===== src/adc_seq_pkg.sv =====
// constants for the converter sequencer: register map, field layout, timing
// assumes a 32-bit apb register port and a 16-input sample source
package adc_seq_pkg;

    // register byte offsets
    localparam logic [7:0] OFS_MODE     = 8'h00;
    localparam logic [7:0] OFS_SMP0     = 8'h04;
    localparam logic [7:0] OFS_SMP1     = 8'h08;
    localparam logic [7:0] OFS_SEQ0     = 8'h0C;
    localparam logic [7:0] OFS_SEQ1     = 8'h10;
    localparam logic [7:0] OFS_SEQ2     = 8'h14;
    localparam logic [7:0] OFS_INJ_SEQ  = 8'h18;
    localparam logic [7:0] OFS_CLKDIV   = 8'h1C;
    localparam logic [7:0] OFS_STATUS   = 8'h20;
    localparam logic [7:0] OFS_REG_RES  = 8'h40;
    localparam logic [7:0] OFS_INJ_RES  = 8'h80;

    // mode control field positions
    localparam int BIT_EOC_IE   = 5;
    localparam int BIT_INJECTED_END_FLAG_IE  = 7;
    localparam int BIT_SCAN     = 8;
    localparam int BIT_AUTO     = 10;
    localparam int BIT_REG_DISC = 11;
    localparam int BIT_INJ_DISC = 12;
    localparam int POS_BURST    = 13;

    // sequence config layout
    localparam int ENTRY_W      = 5;
    localparam int POS_REG_LEN  = 20;
    localparam int POS_INJ_LEN  = 20;

    // status bits
    localparam int BIT_ST_EOC   = 0;
    localparam int BIT_ST_INJECTED_END_FLAG  = 1;
    localparam int BIT_ST_BUSY  = 2;

    // reset values
    localparam logic [31:0] RST_ZERO   = 32'h0000_0000;
    localparam logic [7:0]  RST_CLKDIV = 8'h00;

    // timing in half converter clock periods
    localparam logic [8:0] CONV_HALF = 9'h019; // fixed 12.5 cycles
    localparam logic [8:0] SMP_HALF [8] = '{
        9'h003, 9'h00F, 9'h01B, 9'h039, 9'h053, 9'h06F, 9'h08F, 9'h1DF
    };

    // converter engine states
    typedef enum logic [1:0] {
        ST_IDLE   = 2'b00,
        ST_SAMPLE = 2'b01,
        ST_CONV   = 2'b10
    } conv_state_e;

endpackage

===== src/adc_seq.sv =====
// sequencer and control for a 12-bit converter with regular and injected groups
// assumes apb master on pclk, trigger inputs and sample values synchronous to pclk
//
// Overview of operation
// - convert selected inputs at 12-bit resolution
// - all timing counted in half converter clock periods
// - dedicated regular and injected trigger inputs only
// - no continuous mode; each run needs trigger
// - sixteen separate 16-bit regular results
// - four injected result words available
// - result count follows configured sequence length
// - results always right aligned
// - regular burst converts burst count plus one
// - injected discontinuous enable steps injected group
// - regular discontinuous enable makes regular bursts
// - auto injection runs injected after regular group
// - scan converts whole group per trigger
// - single mode converts one entry per trigger
// - 3-bit code picks per-input sampling time
// - sample codes of inputs 16, 17 ignored
// - sixteen regular and four injected entries
// - busy output high during a conversion
// - end of conversion pulse outputs
// - no analog watchdog logic
// - short injected sequence uses last slots
// - wrap to first entry, await next trigger
// - low four entry bits select input
// - end flags set, pulses gated by enables
`timescale 1ns/10ps

module adc_seq
    import adc_seq_pkg::*;
#(
    parameter logic [7:0] CLKDIV_DEFAULT = RST_CLKDIV
) (
    // clock and reset
    input  wire logic                pclk,
    input  wire logic                presetn,
    // apb slave
    input  wire logic                psel,
    input  wire logic                penable,
    input  wire logic                pwrite,
    input  wire logic [7:0]          paddr,
    input  wire logic [31:0]         pwdata,
    output logic                     pready,
    output logic [31:0]              prdata,
    output logic                     pslverr,
    // triggers and sample inputs
    input  wire logic                regular_trigger,
    input  wire logic                injected_trigger,
    input  wire logic [15:0][11:0]   analog_input,
    // results
    output logic [15:0][15:0]        regular_result,
    output logic [4:0]               regular_result_count,
    output logic [3:0][15:0]         injected_result_words,
    output logic [2:0]               injected_result_count,
    // status and events
    output logic                     conv_busy,
    output logic                     conv_end_pulse,
    output logic                     injected_end_pulse
);

    // register storage
    // every register below resets to zero except the divider, which takes its default
    logic [31:0]       mode_q, smp0_q, smp1_q, seq0_q, seq1_q, seq2_q, inj_seq_q;
    logic [7:0]        div_q;
    logic              eoc_flag_q, injected_end_flag_flag_q;
    logic [15:0][15:0] reg_res_q;
    logic [3:0][15:0]  inj_res_q;
    logic [31:0]       rdata_q;
    logic              err_q;

    // sequencer state
    conv_state_e       state_q;
    logic [7:0]        div_cnt_q;
    logic              half_tick;
    logic [8:0]        cnt_q;
    logic              grp_inj_q;
    logic [3:0]        chan_q;
    logic [11:0]       sample_q;
    logic              reg_run_q, inj_run_q;
    logic [3:0]        reg_pos_q, reg_left_q;
    logic [1:0]        inj_pos_q, inj_left_q;
    logic              eoc_pulse_q, injected_end_flag_pulse_q;

    // decoded fields
    logic [3:0]        reg_len;
    logic [1:0]        inj_len;
    logic [79:0]       reg_entries;
    logic [47:0]       smp_all;
    logic              wr_en, rd_setup;
    logic              done_evt, reg_wrap, inj_wrap, reg_end, inj_end;
    logic              reg_accept, inj_accept, auto_start;
    logic [1:0]        inj_slot;
    logic [4:0]        pick_entry;
    logic [3:0]        pick_chan;
    logic [2:0]        pick_code;
    logic              start_inj, start_reg;

    assign reg_len     = seq2_q[POS_REG_LEN +: 4];
    assign inj_len     = inj_seq_q[POS_INJ_LEN +: 2];
    assign reg_entries = {seq2_q[19:0], seq1_q[29:0], seq0_q[29:0]};
    assign smp_all     = {smp1_q[17:0], smp0_q[29:0]};

    // apb handshake: zero wait states, data loaded in setup phase
    // pready simply follows penable, so no transfer can stall the bus;
    // read data and the error flag are registered one edge earlier
    assign wr_en    = psel & penable & pwrite;
    assign rd_setup = psel & ~penable;
    assign pready   = penable;
    assign prdata   = rdata_q;
    assign pslverr  = err_q;

    // read mux and unmapped address check, captured in setup phase
    // the status word holds the end flags and busy only, no watchdog state
    always_ff @(posedge pclk or negedge presetn) begin
        if (!presetn) begin
            rdata_q <= RST_ZERO;
            err_q   <= 1'b0;
        end else if (rd_setup) begin
            err_q   <= 1'b0;
            rdata_q <= RST_ZERO;
            if (paddr[1:0] != 2'b00) begin
                err_q <= 1'b1;
            end else if (paddr >= OFS_INJ_RES && paddr < OFS_INJ_RES + 8'h10) begin
                rdata_q <= {16'h0000, inj_res_q[paddr[3:2]]};
            end else if (paddr >= OFS_REG_RES && paddr < OFS_REG_RES + 8'h40) begin
                rdata_q <= {16'h0000, reg_res_q[paddr[5:2]]};
            end else begin
                case (paddr)
                    OFS_MODE:    rdata_q <= mode_q;
                    OFS_SMP0:    rdata_q <= smp0_q;
                    OFS_SMP1:    rdata_q <= smp1_q;
                    OFS_SEQ0:    rdata_q <= seq0_q;
                    OFS_SEQ1:    rdata_q <= seq1_q;
                    OFS_SEQ2:    rdata_q <= seq2_q;
                    OFS_INJ_SEQ: rdata_q <= inj_seq_q;
                    OFS_CLKDIV:  rdata_q <= {24'h00_0000, div_q};
                    OFS_STATUS:  rdata_q <= {29'h0000_0000, conv_busy, injected_end_flag_flag_q, eoc_flag_q};
                    default:     err_q   <= 1'b1;
                endcase
            end
        end
    end

    // configuration registers
    // result and status words are not writable here; status clears below
    always_ff @(posedge pclk or negedge presetn) begin
        if (!presetn) begin
            mode_q    <= RST_ZERO;
            smp0_q    <= RST_ZERO;
            smp1_q    <= RST_ZERO;
            seq0_q    <= RST_ZERO;
            seq1_q    <= RST_ZERO;
            seq2_q    <= RST_ZERO;
            inj_seq_q <= RST_ZERO;
            div_q     <= CLKDIV_DEFAULT;
        end else if (wr_en) begin
            case (paddr)
                OFS_MODE:    mode_q    <= pwdata;
                OFS_SMP0:    smp0_q    <= pwdata;
                OFS_SMP1:    smp1_q    <= pwdata;
                OFS_SEQ0:    seq0_q    <= pwdata;
                OFS_SEQ1:    seq1_q    <= pwdata;
                OFS_SEQ2:    seq2_q    <= pwdata;
                OFS_INJ_SEQ: inj_seq_q <= pwdata;
                OFS_CLKDIV:  div_q     <= pwdata[7:0];
                default:     ;
            endcase
        end
    end

    // sticky end flags, write one to clear, a new event wins over the clear
    // so software never loses an end that lands on the clearing write
    always_ff @(posedge pclk or negedge presetn) begin
        if (!presetn) begin
            eoc_flag_q  <= 1'b0;
            injected_end_flag_flag_q <= 1'b0;
        end else begin
            if (reg_end || inj_end) begin
                eoc_flag_q <= 1'b1;
            end else if (wr_en && paddr == OFS_STATUS && pwdata[BIT_ST_EOC]) begin
                eoc_flag_q <= 1'b0;
            end
            if (inj_end) begin
                injected_end_flag_flag_q <= 1'b1;
            end else if (wr_en && paddr == OFS_STATUS && pwdata[BIT_ST_INJECTED_END_FLAG]) begin
                injected_end_flag_flag_q <= 1'b0;
            end
        end
    end

    // converter time base: one tick per half converter clock period
    // a divider of zero gives a half tick on every pclk cycle, the fastest rate;
    // changing the divider mid conversion stretches or shortens the tick in progress and those that follow
    always_ff @(posedge pclk or negedge presetn) begin
        if (!presetn) begin
            div_cnt_q <= 8'h00;
        end else if (div_cnt_q >= div_q) begin
            div_cnt_q <= 8'h00;
        end else begin
            div_cnt_q <= div_cnt_q + 8'h01;
        end
    end
    assign half_tick = (div_cnt_q >= div_q);

    // entry selection for the next conversion
    // injected slots count back from the last one, so a short group uses the end
    assign inj_slot   = 2'(2'd3 - inj_len + inj_pos_q);
    assign start_inj  = (state_q == ST_IDLE) && inj_run_q;
    assign start_reg  = (state_q == ST_IDLE) && !inj_run_q && reg_run_q;
    always_comb begin
        if (inj_run_q) begin
            pick_entry = inj_seq_q[inj_slot*ENTRY_W +: ENTRY_W];
        end else begin
            pick_entry = reg_entries[reg_pos_q*ENTRY_W +: ENTRY_W];
        end
    end
    assign pick_chan = pick_entry[3:0];
    assign pick_code = smp_all[pick_chan*3 +: 3];

    // completion decode
    // a run ends at the sequence end or when its entry budget runs out;
    // a budget of zero means no limit other than the sequence end
    assign done_evt = (state_q == ST_CONV) && half_tick && (cnt_q == 9'h001);
    assign reg_wrap = (reg_pos_q == reg_len);
    assign inj_wrap = (inj_pos_q == inj_len);
    assign reg_end  = done_evt && !grp_inj_q && (reg_wrap || reg_left_q == 4'h1);
    assign inj_end  = done_evt && grp_inj_q && (inj_wrap || inj_left_q == 2'h1);
    assign auto_start = done_evt && !grp_inj_q && reg_wrap && mode_q[BIT_AUTO];

    // trigger acceptance; a trigger to a running group is dropped
    // a trigger held high starts a new run as soon as the current one ends
    assign reg_accept = regular_trigger && !reg_run_q;
    assign inj_accept = injected_trigger && !inj_run_q;

    // conversion engine: sampling window then fixed conversion time
    // the input is captured on the last sampling tick and held while the
    // fixed conversion time runs, so later input changes cannot leak in
    always_ff @(posedge pclk or negedge presetn) begin
        if (!presetn) begin
            state_q   <= ST_IDLE;
            cnt_q     <= 9'h000;
            grp_inj_q <= 1'b0;
            chan_q    <= 4'h0;
            sample_q  <= 12'h000;
        end else begin
            case (state_q)
                ST_IDLE: begin
                    if (start_inj || start_reg) begin
                        state_q   <= ST_SAMPLE;
                        grp_inj_q <= start_inj;
                        chan_q    <= pick_chan;
                        cnt_q     <= SMP_HALF[pick_code];
                    end
                end
                ST_SAMPLE: begin
                    if (half_tick) begin
                        if (cnt_q == 9'h001) begin
                            state_q  <= ST_CONV;
                            sample_q <= analog_input[chan_q];
                            cnt_q    <= CONV_HALF;
                        end else begin
                            cnt_q <= cnt_q - 9'h001;
                        end
                    end
                end
                ST_CONV: begin
                    if (half_tick) begin
                        if (cnt_q == 9'h001) begin
                            state_q <= ST_IDLE;
                        end else begin
                            cnt_q <= cnt_q - 9'h001;
                        end
                    end
                end
                default: state_q <= ST_IDLE;
            endcase
        end
    end
    assign conv_busy = (state_q != ST_IDLE);

    // regular group progress: single, scan and burst runs
    // position survives between triggers so bursts walk through the group
    always_ff @(posedge pclk or negedge presetn) begin
        if (!presetn) begin
            reg_run_q  <= 1'b0;
            reg_pos_q  <= 4'h0;
            reg_left_q <= 4'h0;
        end else if (reg_accept) begin
            reg_run_q <= 1'b1;
            if (mode_q[BIT_REG_DISC]) begin
                reg_left_q <= {1'b0, mode_q[POS_BURST +: 3]} + 4'h1;
            end else if (mode_q[BIT_SCAN]) begin
                reg_left_q <= 4'h0;
            end else begin
                reg_left_q <= 4'h1;
            end
        end else if (done_evt && !grp_inj_q) begin
            reg_pos_q  <= reg_wrap ? 4'h0 : reg_pos_q + 4'h1;
            reg_left_q <= reg_left_q - 4'h1;
            if (reg_end) begin
                reg_run_q <= 1'b0;
            end
        end
    end

    // injected group progress, also started by auto injection
    // auto injection wins over a trigger in the same cycle and runs the
    // whole injected group whatever the scan setting
    always_ff @(posedge pclk or negedge presetn) begin
        if (!presetn) begin
            inj_run_q  <= 1'b0;
            inj_pos_q  <= 2'h0;
            inj_left_q <= 2'h0;
        end else if (auto_start) begin
            inj_run_q  <= 1'b1;
            inj_left_q <= 2'h0;
        end else if (inj_accept) begin
            inj_run_q <= 1'b1;
            if (mode_q[BIT_INJ_DISC] || !mode_q[BIT_SCAN]) begin
                inj_left_q <= 2'h1;
            end else begin
                inj_left_q <= 2'h0;
            end
        end else if (done_evt && grp_inj_q) begin
            inj_pos_q  <= inj_wrap ? 2'h0 : inj_pos_q + 2'h1;
            inj_left_q <= inj_left_q - 2'h1;
            if (inj_end) begin
                inj_run_q <= 1'b0;
            end
        end
    end

    // result words, right aligned 12-bit codes
    // the top four bits always stay clear, there is no left aligned format
    always_ff @(posedge pclk or negedge presetn) begin
        if (!presetn) begin
            reg_res_q <= '0;
            inj_res_q <= '0;
        end else if (done_evt) begin
            if (grp_inj_q) begin
                inj_res_q[inj_slot] <= {4'h0, sample_q};
            end else begin
                reg_res_q[reg_pos_q] <= {4'h0, sample_q};
            end
        end
    end

    // end pulses gated by enables
    // pulses follow the done edge by one cycle; the flags are never gated
    always_ff @(posedge pclk or negedge presetn) begin
        if (!presetn) begin
            eoc_pulse_q  <= 1'b0;
            injected_end_flag_pulse_q <= 1'b0;
        end else begin
            eoc_pulse_q  <= (reg_end || inj_end) && mode_q[BIT_EOC_IE];
            injected_end_flag_pulse_q <= inj_end && mode_q[BIT_INJECTED_END_FLAG_IE];
        end
    end

    // output ports
    // the counts tell the consumer how many result words are meaningful
    assign regular_result        = reg_res_q;
    assign injected_result_words = inj_res_q;
    assign regular_result_count  = {1'b0, reg_len} + 5'h01;
    assign injected_result_count = {1'b0, inj_len} + 3'h1;
    assign conv_end_pulse        = eoc_pulse_q;
    assign injected_end_pulse    = injected_end_flag_pulse_q;

endmodule // adc_seq


===== config.mk =====
export PLATFORM = sky130hd
export DESIGN_NAME = adc_seq
export DESIGN_NICKNAME = d
export VERILOG_FILES = /design/src/adc_seq_pkg.sv /design/src/adc_seq.sv
export SDC_FILE = /design/constraint.sdc
export NUM_CORES = 1
export LEC_CHECK = 0
export BUFFER_PORTS_ARGS = -buffer_cell sky130_fd_sc_hd__buf_4
export CAP_MARGIN = 20
export CORE_MARGIN = 2
export CORE_UTILIZATION = 38
export CTS_CLUSTER_DIAMETER = 200
export DETAILED_ROUTE_END_ITERATION = 16
export SLEW_MARGIN = 20
export SYNTH_ARGS = -nofsm -noshare
export SYNTH_HDL_FRONTEND = slang
export SYNTH_SLANG_ARGS = --single-unit

===== constraint.sdc =====
create_clock -name pclk -period 8.6 [get_ports pclk]
set_clock_uncertainty 0.05 [all_clocks]
set_input_delay 1.72 -clock pclk [delete_from_list [all_inputs] [get_ports pclk]]
set_output_delay 1.72 -clock pclk [all_outputs]
set_load 0.02 [all_outputs]

==> flow_summary.json, run 1 <==
{
  "status": "finished, final reports clean",
  "cap_violations": 0,
  "first_pass_iters": 8,
  "drv_slew": 0,
  "slowest_stage": "nor4_1",
  "nets": 2843,
  "cp_data_arrival_time_ps": 5490,
  "ys_seq_elements": 559,
  "ant_nets": 0,
  "crit_top_cell": "buf_4",
  "max_slew.worst_pin.slew_ps": 1100,
  "cts_buffer_depth": 3,
  "synthArstFlopShare": 1.00,
  "ir_drop_v": 0.000157,
  "post_synth.cell_area_avg_sq_um": 13.5,
  "yosys_warnings": 0,
  "core-area_sq_um": 74300,
  "gp_congestion": 0.882,
  "drive_gt1_frac": 0.505,
  "htreeDepth": 2,
  "rr_worst_depth": 13,
  "path_class": "in -> reg",
  "hold_start": "prdata[26]$_DFFE_PN0P_",
  "dieArea_sq_um": 77200,
  "r2r-start": "reg_pos_q[2]$_DFFE_PN0P_",
  "required_ps": 9050,
  "finalNonFillerCells": 3593,
  "hpwl_mm": 77.4,
  "powerDensity_nw_per_um2": 163,
  "drc_errors": 0,
  "numCtsBuffers": 60,
  "rr_endpoint": "cnt_q[5]$_DFFE_PN0P_",
  "grt_max_degree": 128,
  "post_cts_buffers": 0,
  "worstPathCellList": "buf_4 -> nor4_1 -> nand2_1 -> nor2_2 -> buf_4 -> and2_1 -> buf_4 -> mux2_2",
  "cts_tree": "done",
  "yosysUniqueCellTypes": 69,
  "netlist_area_sq_um": 28500,
  "hold_slack_ps": 426,
  "dr_total_vias": 20600,
  "power_w": 0.00573,
  "max_freq_ghz": 0.198,
  "wire_per_inst_um": 29.3,
  "synthFlopType": "dfrtp_1",
  "maxSlewHeadroom": 0.261,
  "grt_antenna_before_repair": 3,
  "cts_root_buffer": "clkbuf_16",
  "rows": 100,
  "p_leak_nw": 17.1,
  "yosysSeqAreaShare": 0.491,
  "synth_edf_count": 0,
  "yosys-top-cells-area": "dfrtp_1 49%, mux2_2 19%, mux4_2 11%",
  "initial_core_util": 0.384,
  "r2r_slack_ps": 3950,
  "first_global_vias": 21500,
  "rsz0062_at_grt": "false",
  "synth_top_area_share": 0.491,
  "post_cts_resized": 0,
  "die_w_um": 278,
  "worst-path-max-fanout": 29,
  "fp.dieH_um": 278,
  "start_kind": "input port",
  "grtUsageTotal": 0.270,
  "viasPerCell": 5.72,
  "io_pins": 604,
  "area_delta_synth_final_pct": 23.2,
  "finalCriticalPeriod_ps": 5040,
  "critPathMaxStageDelay_ps": 930,
  "grt_pass1_wl_mm": 154,
  "drt_iter0_drc": 1654,
  "place_inst": 3479,
  "setup_tns_ps": 0,
  "synth_top_area_cell": "dfrtp_1",
  "clk_pin_slew_worst_paths_ps": 60,
  "cts.hold.buffers_added": 0,
  "period_share": 0.586,
  "hold_viol_final": 0,
  "cts.sinks": 559,
  "whs_path_depth": 1,
  "wirelength_mm": 105,
  "clk_latency_ps": 660,
  "hold_end": "prdata[26]$_DFFE_PN0P_",
  "setup-violations-final": 0,
  "hold_path_class": "reg -> reg",
  "synthCells": 2110,
  "io_buffers": 523,
  "grt_overflow": 0,
  "endpoint_kind": "register"
}
==> cell usage after synthesis, types with 5 or more instances <==
master,instances
a21o_1,23
a21oi_1,39
a221o_1,6
a221oi_1,16
a222oi_1,24
a22o_1,11
a22oi_1,49
a31oi_1,19
and2_1,5
and3_1,8
buf_1,32
buf_2,25
buf_4,84
clkbuf_1,98
dfrtp_1,559
ha_1,32
inv_1,29
mux2_2,493
mux2i_1,43
mux4_2,140
nand2_1,88
nand2b_1,20
nand3_1,22
nand4_1,7
nor2_1,58
nor2b_1,19
nor3_1,9
nor4_1,7
o211ai_1,9
o21ai_0,48
o221ai_1,8
or3_1,6
xnor2_1,8
xor2_1,12
==> report_power, final <==
group	internal [W]	total (W)	switching, W	leakage, nW
clock network	0.00157	0.00270	0.00112	1.02
registers	0.00265	0.00269	0.0000418	7.66
logic	0.000140	0.000341	0.000200	8.45
==> registers in the layout, indices dropped and copies added (netlist names), 8 cells and up <==
| signal | count |
|---|---|
| prdata | 32 |
| sample_q | 12 |
| seq0_q | 32 |
| regular_result | 192 |
| seq2_q | 32 |
| injected_result_words | 48 |
| inj_seq_q | 32 |
| smp0_q | 32 |
| smp1_q | 32 |
| div_q | 8 |
| mode_q | 32 |
| cnt_q | 9 |
| div_cnt_q | 8 |
| seq1_q | 32 |
==> final cells by class <==
cell class                 count  area, sq um
sequential                   559        14000
clock buffer                  92         1810
timing repair buffer         563         4260
inverter                      29          109
multi-input combinational   1359        13500
clock inverter                20          259
antenna                        2         5.00
tap                          969         1210
fill                        6736        39200
==> per-layer routing <==
layer | track usage | vias to the layer above | share of wire
li1 | - | 8684 | -
met1 | 0.351 | 10900 | 0.40
met2 | 0.445 | 841 | 0.49
met3 | 0.0781 | 113 | 0.091
met4 | 0.0651 | 4 | 0.023
met5 | 0 | - | 0.00025
==> kinds of logic (layout without fill, tap and decap cells) <==
| family | count (synthesis) | after routing | share of synthesized area |
|---|---|---|---|
| AO/OA/AOI/OAI | 284 | 284 | 0.0720 |
| XOR/XNOR | 21 | 21 | 0.00693 |
| multiplexers | 677 | 677 | 0.321 |
| adder cells (fa/ha/maj) | 32 | 32 | 0.0140 |
| flip-flops | 559 | 559 | 0.491 |
| AND/OR/NAND/NOR | 265 | 265 | 0.0456 |
| buffers and inverters | 271 | 704 | 0.0492 |
| other | 1 | 82 | 0.000132 |
==> worst max-delay path, delay by kind of cell <==
kind / cells / cell delay (ps)
buffers and inverters: 3 / 930
muxes: 1 / 380
and+or+nand+nor: 4 / 2430
==> per-stage QoR <==
stage,setup WS (ps),cell area [sq um],util
2_1_floorplan,4430,28800,-
3_3_place_gp,3160,33000,0.445
3_5_place_dp,3110,33100,0.445
4_1_cts,3730,35100,0.473
5_1_grt,3560,35100,0.473
6_report,3560,35100,0.473
==> how the worst max path moves through the flow <==
| stage | startpoint | slack (ps) | end |
|---|---|---|---|
| final | paddr[1] | 3560 | seq0_q[18]$_DFFE_PN0P_ |
| after CTS | paddr[1] | 3730 | seq0_q[18]$_DFFE_PN0P_ |
| after detailed placement | paddr[1] | 3110 | seq0_q[18]$_DFFE_PN0P_ |
| after global routing | paddr[1] | 3560 | seq0_q[22]$_DFFE_PN0P_ |
| after global placement | paddr[1] | 3160 | seq0_q[12]$_DFFE_PN0P_ |
| after floorplan | paddr[2] | 4430 | smp1_q[10]$_DFFE_PN0P_ |
==> cells in the final DEF (no fill, tap or decap), types with 8 or more instances in the layout <==
cell type | synthesis | final
buf_4 | 84 | 560
dfrtp_1 | 559 | 557
mux2_2 | 493 | 493
mux4_2 | 140 | 140
nand2_1 | 88 | 88
conb_1 | 1 | 80
clkbuf_16 | 0 | 61
a22oi_1 | 49 | 49
o21ai_0 | 48 | 48
nor2_1 | 58 | 45
mux2i_1 | 43 | 43
a21oi_1 | 39 | 39
ha_1 | 32 | 32
inv_1 | 29 | 29
a222oi_1 | 24 | 24
a21o_1 | 23 | 23
nand3_1 | 22 | 22
nand2b_1 | 20 | 19
nor2b_1 | 19 | 19
a31oi_1 | 19 | 19
clkbuf_8 | 0 | 17
a221oi_1 | 16 | 16
clkbuf_1 | 98 | 14
nor2_2 | 0 | 13
xor2_1 | 12 | 12
a22o_1 | 11 | 11
clkinv_2 | 0 | 11
o211ai_1 | 9 | 9
and3_1 | 8 | 8
xnor2_1 | 8 | 8
o221ai_1 | 8 | 8
No activity file was read; power rests on OpenSTA's default activity.
==> run 2: changes to the inputs <==
clock period = 4.45 ns   (was 8.6 ns; I/O delays follow)
==> flow_summary.json, run 2 (same netlist as run 1, synthesis figures left out) <==
{
  "required_ps": 4920,
  "io_pins": 604,
  "cts_buffer_depth": 3,
  "endpoint_kind": "register",
  "max_slew.worst_pin.slew_ps": 1180,
  "crit_family": "compound AO/OA/AOI/OAI gates",
  "largest_reg_flops": 192,
  "p_leak_nw": 17.4,
  "cp_data_arrival_time_ps": 4600,
  "drv_slew": 0,
  "clk_latency_ps": 660,
  "gp_congestion": 0.930,
  "slowest_stage": "a32o_1",
  "period_share": 0.928,
  "first_pass_iters": 6,
  "r2r_slack_ps": 320,
  "ant_nets": 0,
  "wire_per_inst_um": 29.8,
  "hold_path_class": "in -> async",
  "grt_pass1_wl_mm": 158,
  "fp.dieH_um": 278,
  "maxSlewHeadroom": 0.208,
  "grtUsageTotal": 0.278,
  "cts_root_buffer": "clkbuf_16",
  "setup-violations-final": 0,
  "drive_gt1_frac": 0.511,
  "die_w_um": 278,
  "clk_pin_slew_worst_paths_ps": 70,
  "rr_endpoint": "cnt_q[6]$_DFFE_PN0P_",
  "antenna_cells": 0,
  "hold_viol_final": 0,
  "crit_top_cell": "buf_4",
  "rows": 100,
  "post_cts_buffers": 0,
  "final_cell_mix": "598 x buf_4, 557 x dfrtp_1, 493 x mux2_2",
  "rr_worst_depth": 11,
  "viasPerCell": 5.77,
  "path_class": "reg -> reg",
  "layout_commonest_cell": "buf_4",
  "cp-startpoint": "reg_pos_q[0]$_DFFE_PN0P_",
  "wirelength_mm": 108,
  "grt_overflow": 0,
  "hpwl_mm": 81.0,
  "grt_antenna_before_repair": 3,
  "status": "finished, final reports clean",
  "first_global_vias": 22000,
  "cts.sinks": 559,
  "io_buffers": 523,
  "max_freq_ghz": 0.242,
  "cap_violations": 0,
  "hold_slack_ps": 263,
  "dr_total_vias": 21000,
  "powerDensity_nw_per_um2": 313,
  "setup_tns_ps": 0,
  "ir_drop_v": 0.000350,
  "cp_num_buf_inv": 3,
  "start_kind": "register",
  "worstPathCellList": "buf_12 -> a2111oi_0 -> buf_4 -> a311oi_1 -> a32o_1 -> buf_4 -> mux2i_1 -> a31oi_1 -> o211ai_2 -> or3_1 -> o211ai_1",
  "core-area_sq_um": 74300,
  "finalCriticalPeriod_ps": 4130,
  "initial_core_util": 0.384,
  "drc_errors": 0,
  "htreeDepth": 2,
  "dieArea_sq_um": 77200,
  "grt_max_degree": 98,
  "nets": 2886,
  "rsz0062_at_grt": "false",
  "worst-path-max-fanout": 24,
  "numCtsBuffers": 58,
  "post_cts_resized": 0,
  "drt_iter0_drc": 1865,
  "area_delta_synth_final_pct": 24.7,
  "cts_tree": "done",
  "cts.hold.buffers_added": 0,
  "critPathMaxStageDelay_ps": 790,
  "r2r-start": "reg_pos_q[0]$_DFFE_PN0P_"
}
run 2: changes by cell type in the layout (fill, tap and decap cells not counted), moves of 2 or more:
| cell | delta |
|---|---|
| clkbuf_1 | -4 |
| buf_4 | +38 |
| nor2_1 | +7 |
| clkbuf_8 | -2 |
| clkinvlp_4 | +5 |
| nor2_2 | -7 |
| clkinv_4 | +2 |
| buf_12 | +7 |
| diode_2 | -2 |
| bufinv_16 | +3 |
| clkinv_2 | -4 |
| clkbuf_16 | -3 |
run 2: metrics by stage:
step                      cells  instance area, sq um   util  total power (W)  setup WS, ps
after floorplan            2189                 28800      -          0.00559           865
after global routing       3634                 35500  0.478           0.0115          96.9
after CTS                  3634                 35500  0.478           0.0112           393
final                      3634                 35500  0.478           0.0111           319
after detailed placement   3524                 33500  0.450          0.00597           238
after global placement     3524                 33400  0.450          0.00596           301
run 2: per-layer routing:
| layer | up-vias | routed length [um] | global-route usage | share of wire |
|---|---|---|---|---|
| met5 | - | 12 | 0 | 0.00011 |
| met4 | 2 | 3000 | 0.0744 | 0.028 |
| met3 | 168 | 10500 | 0.0887 | 0.097 |
| met2 | 901 | 52200 | 0.456 | 0.48 |
| met1 | 11100 | 42600 | 0.355 | 0.39 |
| li1 | 8785 | - | - | - |
run 2: final cells by class:
type / instances / area [sq um]
Fill cell: 6679 / 38800
Sequential cell: 559 / 14000
Multi-Input combinational cell: 1359 / 13500
Timing Repair Buffer: 608 / 4680
Clock buffer: 83 / 1700
Tap cell: 969 / 1210
Clock inverter: 27 / 393
Inverter: 29 / 109
run 2: worst max path at each step:
stage	depth (start not counted)	slack (ps)	end
final	11	320	cnt_q[6]$_DFFE_PN0P_
after global routing	13	100	cnt_q[5]$_DFFE_PN0P_
after CTS	14	390	cnt_q[5]$_DFFE_PN0P_
after detailed placement	10	240	prdata[10]$_DFFE_PN0P_
after global placement	10	300	prdata[11]$_DFFE_PN0P_
after floorplan	15	860	cnt_q[1]$_DFFE_PN0P_
run 2: worst reg2reg max path, cell delays in order, from the launching register on:
cell and delay (ps):
dfrtp_1 570, buf_12 250, a2111oi_0 160, buf_4 160, a311oi_1 320, a32o_1 790
buf_4 340, mux2i_1 100, a31oi_1 350, o211ai_2 280, or3_1 430, o211ai_1 180
run 2: report_power, final:
| group | internal (W) | leakage (nW) | switching (W) |
|---|---|---|---|
| Sequential | 0.00513 | 7.66 | 0.0000848 |
| Clock | 0.00308 | 1.00 | 0.00218 |
| Combinational | 0.000281 | 8.70 | 0.000388 |
| Total | 0.00848 | 17.4 | 0.00265 |
==> run 3: changes to the inputs <==
clock period = 3.85 ns   (was 4.45 ns; I/O delays follow)
==> flow_summary.json, run 3 (same netlist as run 1, synthesis figures left out) <==
{
  "status": "finished, final reports clean",
  "layout_commonest_cell": "buf_4",
  "hold_path_class": "in -> async",
  "pwr-share-clk": 0.469,
  "r2r_slack_ps": 210,
  "p_switching_w": 0.00305,
  "wirelength_mm": 109,
  "p_leak_nw": 17.5,
  "grt_overflow": 0,
  "rr_worst_depth": 11,
  "post_cts_resized": 0,
  "area_delta_synth_final_pct": 25.5,
  "setup_tns_ps": 0,
  "drc_errors": 0,
  "finalNonFillerCells": 3651,
  "setup-violations-final": 0,
  "hold_viol_final": 0,
  "post_dp_cell_area_sq_um": 33800,
  "gp_congestion": 0.935,
  "cts.hold.buffers_added": 0,
  "maxSlewHeadroom": 0.247,
  "rsz0062_at_grt": "false",
  "fp.dieH_um": 278,
  "largest_reg_flops": 192,
  "comb_power_share": 0.061,
  "endpoint": "cnt_q[6]$_DFFE_PN0P_",
  "die_w_um": 278,
  "cts_tree": "done",
  "first_global_vias": 21800,
  "grt_pass1_wl_mm": 159,
  "first_pass_iters": 7,
  "fillCellCount": 6665,
  "clk_latency_ps": 660,
  "hpwl_mm": 81.9,
  "cap_violations": 0,
  "grtUsageTotal": 0.280,
  "place_inst": 3549,
  "powerDensity_nw_per_um2": 358,
  "initial_core_util": 0.384,
  "switching_share": 0.238,
  "cp-startpoint": "inj_pos_q[0]$_DFFE_PN0P_",
  "final_cell_mix": "613 x buf_4, 556 x dfrtp_1, 493 x mux2_2",
  "cts_buffer_depth": 3,
  "path_class": "reg -> reg",
  "dr_total_vias": 21000,
  "clk_pin_slew_worst_paths_ps": 60,
  "core-area_sq_um": 74300,
  "seq_power_share": 0.470,
  "post_cts_buffers": 0,
  "rr_endpoint": "cnt_q[6]$_DFFE_PN0P_",
  "io_pins": 604,
  "ant_nets": 0,
  "fin_area_sq_um": 35800,
  "drive_gt1_frac": 0.514,
  "start_kind": "register",
  "worst-path-max-fanout": 8,
  "grt_antenna_before_repair": 2,
  "intPower_w": 0.00978,
  "max_slew.worst_pin.slew_ps": 1130,
  "rows": 100,
  "endpoint_kind": "register",
  "wire_per_inst_um": 30.0,
  "cts.sinks": 559,
  "ir_drop_v": 0.000363,
  "finalCriticalPeriod_ps": 3640,
  "r2r-start": "inj_pos_q[0]$_DFFE_PN0P_",
  "cts_root_buffer": "clkbuf_16",
  "dieArea_sq_um": 77200,
  "period_share": 0.946,
  "io_buffers": 523,
  "viasPerCell": 5.76,
  "grt_max_degree": 77,
  "antenna_cells": 0,
  "nets": 2912,
  "cp_data_arrival_time_ps": 4150,
  "htreeDepth": 2,
  "numCtsBuffers": 59,
  "required_ps": 4360,
  "drv_slew": 0,
  "max_freq_ghz": 0.275,
  "drt_iter0_drc": 1785
}
run 3: changes by cell type in the layout (fill, tap and decap cells not counted), moves of 2 or more:
cell        change
dfrtp_2         +2
clkbuf_8        -3
clkinv_4        -2
buf_12         +10
clkbuf_1        +2
buf_4          +15
clkinvlp_4      -5
run 3: layer usage:
metal  vias to the layer above  global-route usage  wire [um]
met2                       901               0.464      53100
met5                         -                   0         30
met4                         4              0.0816       3270
met3                       156              0.0869       9800
met1                     11100               0.353      43200
li1                       8844                   -          -
run 3: power by group through the flow:
stage	Clock, W	Sequential, W	Combinational [W]
after floorplan	0	0.00606	0.000393
after global placement	0	0.00613	0.000776
after detailed placement	0	0.00613	0.000789
after CTS	0.00611	0.00602	0.000791
after global routing	0.00637	0.00603	0.000849
final	0.00601	0.00603	0.000786
run 3: area by class of cell:
class | instances | area [sq um] | share of cell area
Clock buffer | 83 | 1690 | 0.0471
Inverter | 29 | 109 | 0.00304
Sequential cell | 559 | 14000 | 0.391
Timing Repair Buffer | 633 | 5000 | 0.140
Clock inverter | 19 | 330 | 0.00923
Multi-Input combinational cell | 1359 | 13500 | 0.376
Tap cell | 969 | 1210 | 0.0339
run 3: critical path, cell delays in order, from the launching register on:
cell and delay, ps:
dfrtp_1 420, ha_1 480, mux4_2 570, a32o_1 390, buf_12 210, buf_4 140
mux2i_1 110, and3_1 190, a31oi_1 170, o211ai_2 210, or3_1 430, o211ai_1 180
run 3: worst min path at each step:
| stage | from | endpoint | slack, ps | depth (start not counted) |
|---|---|---|---|---|
| finish | presetn | prdata[18]$_DFFE_PN0P_ | 60 | 1 |
| CTS | presetn | inj_left_q[0]$_DFFE_PN0P_ | 50 | 1 |
| global route | presetn | prdata[18]$_DFFE_PN0P_ | 90 | 1 |
| global placement | prdata[27]$_DFFE_PN0P_ | prdata[27]$_DFFE_PN0P_ | 410 | 1 |
| floorplan | eoc_flag_q$_DFFE_PN0P_ | eoc_flag_q$_DFFE_PN0P_ | 400 | 2 |
| detailed placement | eoc_flag_q$_DFFE_PN0P_ | eoc_flag_q$_DFFE_PN0P_ | 420 | 2 |
run 3: per-stage QoR:
stage	hold slack, ps	worst slack, ps	total power (W)	utilization
finish	60.9	209	0.0128	0.481
detailed placement	417	245	0.00692	0.454
global placement	411	355	0.00691	0.454
CTS	49.2	213	0.0129	0.481
floorplan	395	265	0.00646	-
global route	85.9	19.9	0.0132	0.481
